[src/rtl/digit_intensity_map.vh]
// Purpose: Register offsets, fields and timing of the intensity block
// Assumes: Register writes arrive as address/data strobes from the bus
// Notes: Offsets are the documented address codes
`ifndef DIGIT_INTENSITY_MAP_VH
`define DIGIT_INTENSITY_MAP_VH
`define ADDR_INTENSITY_01 8'h01
`define ADDR_INTENSITY_23 8'h02
`define ADDR_LAMP_TEST 8'h07
`define LOW_NIB_LSB 0
`define HIGH_NIB_LSB 4
`define TEST_BIT 0
`define RESET_INTENSITY 8'h00
`define RESET_TEST 1'b0
`define SLOT_BITS 4
`define SLOT_LAST 4'hF
`define TEST_DUTY 4'h7
`define MAX_CODE 4'hE
`define DIGIT_PERIOD_CYCLES 100
`endif

[src/rtl/digit_intensity_test_ctrl.v]
// Purpose: Per-digit PWM brightness and display-test override
// Assumes: Register write strobe comes from the serial bus slave, same clock
// Notes: Digit period splits into 16 slots; enables are per-digit on-times
//
// Behaviour
// Address 0x07 bit D0 selects normal or display test; D7-D1 ignored.
// Low nibbles of 0x01 and 0x02 set digit 0 and digit 2 codes.
// High nibbles of 0x01 and 0x02 set digit 1 and digit 3 codes.
// Code n gives (n+1)/16 on-time; code 15 same as code 14.
// Master limits bus to 100kbps at low supply after 2.7V power-up.
// Display test lights everything at 7/16, registers left untouched.
// Four independent modulators, 16 steps, at least 1/16 blanking.
// New settings take effect at start of next digit period.
`timescale 1ns/100ps
`include "digit_intensity_map.vh"
module digit_intensity_test_ctrl #(
  parameter DIGITS = 4,
  parameter SLOT_CYCLES = `DIGIT_PERIOD_CYCLES / 16
) (
  input wire i_clk,
  input wire i_nrst,
  input wire i_ce,
  input wire i_wr,
  input wire [7:0] i_addr,
  input wire [7:0] i_wdata,
  input wire i_rd_addr_valid,
  output reg [7:0] o_rdata,
  output reg [DIGITS-1:0] o_digit_on,
  output reg o_test_active,
  output reg o_period_start
);

////////////////////////////////////////////////////////////////////////
// Registers written over the bus

reg [7:0] intensity_digits_zero_one_q;
reg [7:0] intensity_digits_zero_one_d;
reg [7:0] intensity_digits_two_three_q;
reg [7:0] intensity_digits_two_three_d;
reg test_q;
reg test_d;
reg [7:0] rdata_d;
reg [7:0] slot_cnt_q;
reg [7:0] slot_cnt_d;
reg [3:0] slot_q;
reg [3:0] slot_d;
reg [15:0] codes_q;
reg test_live_q;
wire slot_end;
wire period_end;

// Write decode; unmapped addresses leave every register alone
always @* begin
  intensity_digits_zero_one_d = intensity_digits_zero_one_q;
  intensity_digits_two_three_d = intensity_digits_two_three_q;
  test_d = test_q;
  if (i_wr) begin
    case (i_addr)
      `ADDR_INTENSITY_01: begin
        intensity_digits_zero_one_d = i_wdata;
      end
      `ADDR_INTENSITY_23: begin
        intensity_digits_two_three_d = i_wdata;
      end
      `ADDR_LAMP_TEST: begin
        test_d = i_wdata[`TEST_BIT];
      end
      default: begin
        test_d = test_q;
      end
    endcase
  end
end

always @(posedge i_clk or negedge i_nrst) begin
  if (!i_nrst) begin
    intensity_digits_zero_one_q <= `RESET_INTENSITY;
    intensity_digits_two_three_q <= `RESET_INTENSITY;
    test_q <= `RESET_TEST;
  end else if (i_ce) begin
    intensity_digits_zero_one_q <= intensity_digits_zero_one_d;
    intensity_digits_two_three_q <= intensity_digits_two_three_d;
    test_q <= test_d;
  end
end

////////////////////////////////////////////////////////////////////////
// Read back

// Stored values; upper bits of the test register read zero
always @* begin
  rdata_d = o_rdata;
  if (i_rd_addr_valid) begin
    case (i_addr)
      `ADDR_INTENSITY_01: begin
        rdata_d = intensity_digits_zero_one_q;
      end
      `ADDR_INTENSITY_23: begin
        rdata_d = intensity_digits_two_three_q;
      end
      `ADDR_LAMP_TEST: begin
        rdata_d = {7'h00, test_q};
      end
      default: begin
        rdata_d = 8'h00;
      end
    endcase
  end
end

// Holds its value until the next read request
always @(posedge i_clk or negedge i_nrst) begin
  if (!i_nrst) begin
    o_rdata <= 8'h00;
  end else if (i_ce) begin
    o_rdata <= rdata_d;
  end
end

////////////////////////////////////////////////////////////////////////
// Slot timing: 16 slots per digit period

assign slot_end = (slot_cnt_q == SLOT_CYCLES[7:0] - 8'h01);
assign period_end = slot_end && (slot_q == `SLOT_LAST);

// Slot index wraps from 15 to 0 on its own
always @* begin
  slot_cnt_d = slot_cnt_q + 8'h01;
  slot_d = slot_q;
  if (slot_end) begin
    slot_cnt_d = 8'h00;
    slot_d = slot_q + 4'h1;
  end
end

always @(posedge i_clk or negedge i_nrst) begin
  if (!i_nrst) begin
    slot_cnt_q <= 8'h00;
    slot_q <= 4'h0;
  end else if (i_ce) begin
    slot_cnt_q <= slot_cnt_d;
    slot_q <= slot_d;
  end
end

// Settings sampled only at period boundary
always @(posedge i_clk or negedge i_nrst) begin
  if (!i_nrst) begin
    codes_q <= 16'h0000;
    test_live_q <= `RESET_TEST;
    o_period_start <= 1'b0;
  end else if (i_ce) begin
    o_period_start <= period_end;
    if (period_end) begin
      codes_q <= {intensity_digits_two_three_q,
                  intensity_digits_zero_one_q};
      test_live_q <= test_q;
    end
  end
end

////////////////////////////////////////////////////////////////////////
// One modulator per digit

genvar g;
generate
  for (g = 0; g < DIGITS; g = g + 1) begin : gen_pwm
    wire [3:0] code;
    wire [3:0] eff;
    wire on;
    assign code = codes_q[4*g+3:4*g];
    assign eff = (code == `SLOT_LAST) ? `MAX_CODE : code;
    // Slot 15 always blank; slots 0..eff lit, or slots 0..6 in display test
    assign on = test_live_q ? (slot_q < `TEST_DUTY)
                            : (slot_q <= eff);
    always @(posedge i_clk or negedge i_nrst) begin
      if (!i_nrst) begin
        o_digit_on[g] <= 1'b0;
      end else if (i_ce) begin
        o_digit_on[g] <= on;
      end
    end
  end
endgenerate

always @(posedge i_clk or negedge i_nrst) begin
  if (!i_nrst) begin
    o_test_active <= 1'b0;
  end else if (i_ce) begin
    o_test_active <= test_live_q;
  end
end

endmodule

[config.mk]
export PLATFORM = sky130hd
export DESIGN_NAME = digit_intensity_test_ctrl
export DESIGN_NICKNAME = d
export VERILOG_FILES = /design/src/rtl/digit_intensity_test_ctrl.v
export VERILOG_INCLUDE_DIRS = /design/src /design/src/rtl
export SDC_FILE = /design/constraint.sdc
export NUM_CORES = 1
export LEC_CHECK = 0
export BUFFER_PORTS_ARGS = -buffer_cell sky130_fd_sc_hd__buf_2
export CAP_MARGIN = 20
export CORE_MARGIN = 10
export CORE_UTILIZATION = 30
export DETAILED_ROUTE_END_ITERATION = 10
export MAX_ROUTING_LAYER = met4
export PLACE_DENSITY = 0.56
export SKIP_LAST_GASP = 1
export SYNTH_ARGS = -nofsm -noshare
export SYNTH_HDL_FRONTEND = slang
export SYNTH_SLANG_ARGS = --single-unit
[constraint.sdc]
create_clock -name i_clk -period 6.2 [get_ports i_clk]
set_clock_uncertainty 0.05 [all_clocks]
set_input_delay 0.31 -clock i_clk [delete_from_list [all_inputs] [get_ports i_clk]]
set_output_delay 0.31 -clock i_clk [all_outputs]
set_load 0.01 [all_outputs]
==> results.toml, run 1 <==
[setup_path]
critPathKind = "reg -> reg"
crit_arrival_ns = 2.42
start_kind = "register"
critical_path.max_stage_delay_ns = 0.55
required_ns = 6.36
cp_cell_sequence = "nor4b_1 -> and3_1 -> nand4_2 -> mux2_2"
r2r_start = "slot_cnt_q[3]$_DFFE_PN0P_"
cp_max_fo = 18
worst_path_max_delay_cell = "nand4_2"
worst-path-buf-inv = 0
critPathLaunch = "slot_cnt_q[3]$_DFFE_PN0P_"
cp_top_family = "simple AND/OR/NAND/NOR gates"
cp-end-kind = "register"

[pwr]
ir_worst_vdd_uv = 126
p_per_area_nw_per_um2 = 313
p_total_uw = 1100
p_leak_uw = 0.00169

[grt]
grt_overflow = 0
grt_start_max_net_pins = 39
grt_pass1_vias = 2083
antenna_found_initial = 0
busiest_layer = "met2"
grt_usage_pct = 9.11
met2_usage_pct = 13.6
met3_usage_pct = 3.31
grt_pass1_wl_mm = 10.4
use_met1_pct = 11.1

[layout]
drive_gt1_share_pct = 29.8
area_growth_pct = 18.9
multi_input_area_sq_um = 1360
final_common_cell = "dfrtp_1"
layout_common_cells = "60 x dfrtp_1, 35 x buf_2, 28 x mux2_2"
postLayoutCellArea_sq_um = 3520
num-fill-cells = 966
ff_latch_area_sq_um = 1500
finish.net_count = 334
n_antenna_cell = 0
fin_cells = 432

[logic_synthesis]
syn_avg_cell_area_sq_um = 11.7
synth-edff-count = 0
synth.area.top_cells = "dfrtp_1 51%, mux2_2 11%, ha_1 8.0%"
syn_nets = 294
netlist_area_sq_um = 2960
ys_seq_elements = 60
synth_flop_cell = "dfrtp_1"
seq_area_frac_synth_pct = 50.7
synth_top_area_cell = "dfrtp_1"
async_reset_ff_share_pct = 100
synthCells = 254
yosys.cell_types.count = 41
yosysTopAreaCellShare_pct = 50.7
yosys_warnings = 0

[placed_design]
place.gp.congestion = 0.768
dpl-instance-area_sq_um = 3270
dp_hpwl_mm = 4.63
dp.cells = 414
port_buffers = 34

[drt]
via_per_inst = 4.80
drtIter0Drc = 100
wire_per_inst_microns = 14.2
routed_wl_mm = 6.15
ant_nets = 0
vias = 2072
drc_errors = 0
dr.pass1.iters = 4

[timing]
finalSetupViolCount = 0
whs_ns = 0.164
period_minus_slack_ns = 2.26
slew_violations = 0
clock.fmax_mhz = 443
fin_crit_sh_pct = 36.4
tightest_slew_ns = 0.627
hold_viol_final = 0
rsz0062_at_grt = "no"
relSlewSlack_pct = 58.1
finalSetupTns_ns = 0

[clock_network]
insertion_delay_ns = 0.34
post_cts_buffers = 0
cts_buffers = 9
clk_pin_slew_worst_paths_ns = 0.07
htreeDepth = 3
root_buffer = "clkbuf_8"
numClockSinks = 60
cts_tree = "yes"
cts_max_path_buffers = 2

[hold_path]
hold_class = "in -> reg"
hold_start = "i_wdata[5]"

[run]
maxCapViolCount = 0

[die]
start_util_pct = 30.6
core_area_sq_um = 9680
std_cell_rows = 36
die_h_microns = 119
die_area_sq_um = 14200
ios = 35
die_w_microns = 119

[outcome]
status = "complete, no violations"
## metal layers
metal | part of all wire, % | wire length (microns)
met1 | 48 | 2930
met5 | 0 | 0
met4 | 1.3 | 80
met2 | 46 | 2830
met3 | 5.2 | 320
## registers in the layout, indices dropped and copies added (netlist names)
register and cells:
codes_q 16, intensity_digits_two_three_q 8, intensity_digits_zero_one_q 8, o_digit_on 4, o_period_start 1, o_rdata 8, o_test_active 1, slot_cnt_q 8
slot_q 4, test_live_q 1, test_q 1
## power by group
part           switching, uW  leakage (uW)  internal [uW]  total, uW
registers               42.0      0.000811            432        474
clock network            161      0.000117            268        429
logic                    102      0.000765           96.0        199
total                    305       0.00169            796       1100
## Yosys cell counts, drive strengths merged (2+ instances only)
cell type and count:
nor2 7, nor3b 3, nor2b 4, nand4 6, o21ai 23, a21oi 9
nand3 5, mux2 36, nand2 14, o31a 4, inv 16, nand2b 3
and3 3, buf 2, xnor2 7, a22oi 7, dfrtp 60, or2 2
nor3 2, ha 19, clkbuf 6
## timing repair
item | 4_1_cts | 5_1_grt
hold buffers | 1 | 0
hold endpoints to repair | 22 | 0
resized for setup | 0 | 0
## worst register-to-register path, stage by stage (launching register included)
cell     delay (ns)
dfrtp_1        0.41
nor4b_1        0.28
and3_1         0.37
nand4_2        0.56
mux2_2         0.48
## layout make-up
type                    instances  area share, %
repair buffers                 37           5.47
clock inverters                 6           3.16
inverters                      16           1.71
clock buffers                  10           3.62
well taps                     133           4.72
flip-flops and latches         60           42.6
multi-input cells             170           38.7
## through the flow
| stage | util, % | setup WS (ns) |
|---|---|---|
| final | 36.4 | 3.94 |
| after global routing | 36.4 | 3.76 |
| after CTS | 36.3 | 3.88 |
| after detailed placement | 33.7 | 3.74 |
| after global placement | 33.7 | 3.76 |
| after floorplan | - | 4.10 |
## path summary, 6_finish.rpt
kind | to | slack [ns] | cells past startpoint
max | test_live_q$_DFFE_PN0P_ | 3.94 | 4
min reg2reg | o_rdata[0]$_DFFE_PN0P_ | 0.43 | 2
min | intensity_digits_two_three_q[5]$_DFFE_PN0P_ | 0.16 | 2
max reg2reg | test_live_q$_DFFE_PN0P_ | 3.94 | 4
min in group asynchronous | slot_cnt_q[4]$_DFFE_PN0P_ | 0.44 | 2
max in group asynchronous | o_test_active$_DFFE_PN0P_ | 4.77 | 3
## kinds of logic after synthesis
group,synth area share (%)
and+or+nand+nor,10.7
AOI/OAI and AO/OA,9.84
adders and majority gates,8.03
muxes,15.0
buffers and inverters,3.30
DFF,50.7
xor gates and xnor gates,2.37
(Power assumes the default switching activity.)
==> inputs of run 2 (changes only) <==
clock period = 2.35 ns   (was 6.2 ns; I/O delays follow)
==> results.toml, run 2 (synthesis results as in run 1) <==
[clock_network]
clk_pin_slew_worst_paths_ns = 0.07
root_buffer = "clkbuf_8"
cts_tree = "yes"
post_cts_buffers = 0
htreeDepth = 3
insertion_delay_ns = 0.34
cts_max_path_buffers = 2
numClockSinks = 60
cts_buffers = 9

[placed_design]
dp.cells = 421
dp_hpwl_mm = 4.67
dpl-instance-area_sq_um = 3330
port_buffers = 34
place.gp.congestion = 0.757

[timing]
relSlewSlack_pct = 67.6
tightest_slew_ns = 0.484
finalSetupViolCount = 0
rsz0062_at_grt = "no"
fin_crit_sh_pct = 75.4
clock.fmax_mhz = 564
finalSetupTns_ns = 0
period_minus_slack_ns = 1.77
slew_violations = 0
hold_viol_final = 0

[pwr]
switchingPower_uw = 805
p_per_area_nw_per_um2 = 753
p_leak_uw = 0.00174
p_sw_share_pct = 29.5
ir_worst_vdd_uv = 287
pwr-share-comb_pct = 19.9
pwr-share-seq_pct = 46.0
p_clk_share_pct = 34.1
p_total_uw = 2730
p_int_uw = 1920

[layout]
n_antenna_cell = 0
largest_register_ffs = 16
layout_common_cells = "60 x dfrtp_1, 34 x buf_2, 28 x mux2_2"
top_register = "codes_q"
ff_latch_area_sq_um = 1500
final_common_cell = "dfrtp_1"
postLayoutCellArea_sq_um = 3620
finish.net_count = 348
area_growth_pct = 22.4
num-fill-cells = 964
fin_cells = 446
multi_input_area_sq_um = 1360
drive_gt1_share_pct = 30.7

[grt]
grt_pass1_wl_mm = 10.4
antenna_found_initial = 0
grt_usage_pct = 9.30
grt_pass1_vias = 2129
grt_overflow = 0
grt_start_max_net_pins = 49

[setup_path]
crit_arrival_ns = 1.94
worst_path_max_delay_cell = "or4b_1"
reg2reg_depth = 5
cp-end-kind = "register"
r2r_start = "slot_q[1]$_DFFE_PN0P_"
r2r_end = "codes_q[11]$_DFFE_PN0P_"
cp_cell_sequence = "buf_2 -> or4b_1 -> or2_1 -> or4_1 -> buf_4 -> mux2_4"
r2r_slack_ns = 0.61
critical_path.max_stage_delay_ns = 0.54
start_kind = "primary input"
cp_max_fo = 8
critPathKind = "in -> reg"
required_ns = 2.52

[drt]
drtIter0Drc = 124
wire_per_inst_microns = 13.9
drc_errors = 0
ant_nets = 0
via_per_inst = 4.61
routed_wl_mm = 6.19
dr.pass1.iters = 5
vias = 2056

[outcome]
status = "complete, no violations"

[die]
die_h_microns = 119
die_area_sq_um = 14200
ios = 35
std_cell_rows = 36
core_area_sq_um = 9680
start_util_pct = 30.6
die_w_microns = 119

[hold_path]
hold_class = "in -> async"

[run]
maxCapViolCount = 0
## run 2: cell types whose count changed in the layout (fill, tap and decap cells not counted), sizes merged
cell,before,now
clkinvlp,1,2
inv,17,16
bufinv,3,1
dlygate4sd3,1,9
buf,36,42
clkinv,1,3
## run 2: timing repair
item                                   4_1_cts  5_1_grt
hold buffers                                 9        0
endpoints found under the hold margin       76        0
resized for setup                            0        0
## run 2: critical path: cells and delay by family
kind	cells	cell delay, ns
buffers and inverters	2	0.31
and+or+nand+nor	3	1.21
muxes	1	0.30
## run 2: final cells by class
type                    count  area share [%]
repair buffers             51            9.18
flip-flops and latches     60            41.4
clock inverters             6            1.76
clock buffers              10            3.80
well taps                 133            4.59
inverters                  16            1.66
multi-input cells         170            37.6
## run 2: worst max-delay path by stage
stage / depth (start not counted) / to / slack, ns / start
global placement: 6 / intensity_digits_two_three_q[7]$_DFFE_PN0P_ / 0.26 / i_addr[5]
detailed placement: 6 / intensity_digits_two_three_q[7]$_DFFE_PN0P_ / 0.25 / i_addr[5]
CTS: 5 / codes_q[11]$_DFFE_PN0P_ / 0.59 / slot_cnt_q[3]$_DFFE_PN0P_
finish: 6 / intensity_digits_two_three_q[7]$_DFFE_PN0P_ / 0.58 / i_addr[5]
global route: 5 / codes_q[3]$_DFFE_PN0P_ / 0.51 / slot_cnt_q[3]$_DFFE_PN0P_
floorplan: 6 / codes_q[10]$_DFFE_PN0P_ / 0.36 / slot_cnt_q[3]$_DFFE_PN0P_
## run 2: power by group through the flow
stage	clock, uW	sequential [uW]	combinational [uW]
final	931	1250	542
after global routing	1010	1270	631
after CTS	960	1260	557
after detailed placement	0	1270	544
after global placement	0	1270	522
after floorplan	0	1260	354
## run 2: per-stage QoR
stage	util, %	setup slack, ns	hold WS (ns)
6_report	37.4	0.577	0.158
3_3_place_gp	34.4	0.262	-0.0176
5_1_grt	37.4	0.514	0.180
4_1_cts	37.4	0.595	0.147
2_1_floorplan	-	0.357	-0.228
3_5_place_dp	34.4	0.254	-0.0194
## run 2: layer usage
layer	track usage (%)	wire length (microns)
met2	14.2	2930
met3	2.93	256
met4	4.07	69
met5	-	0
met1	11.1	2930
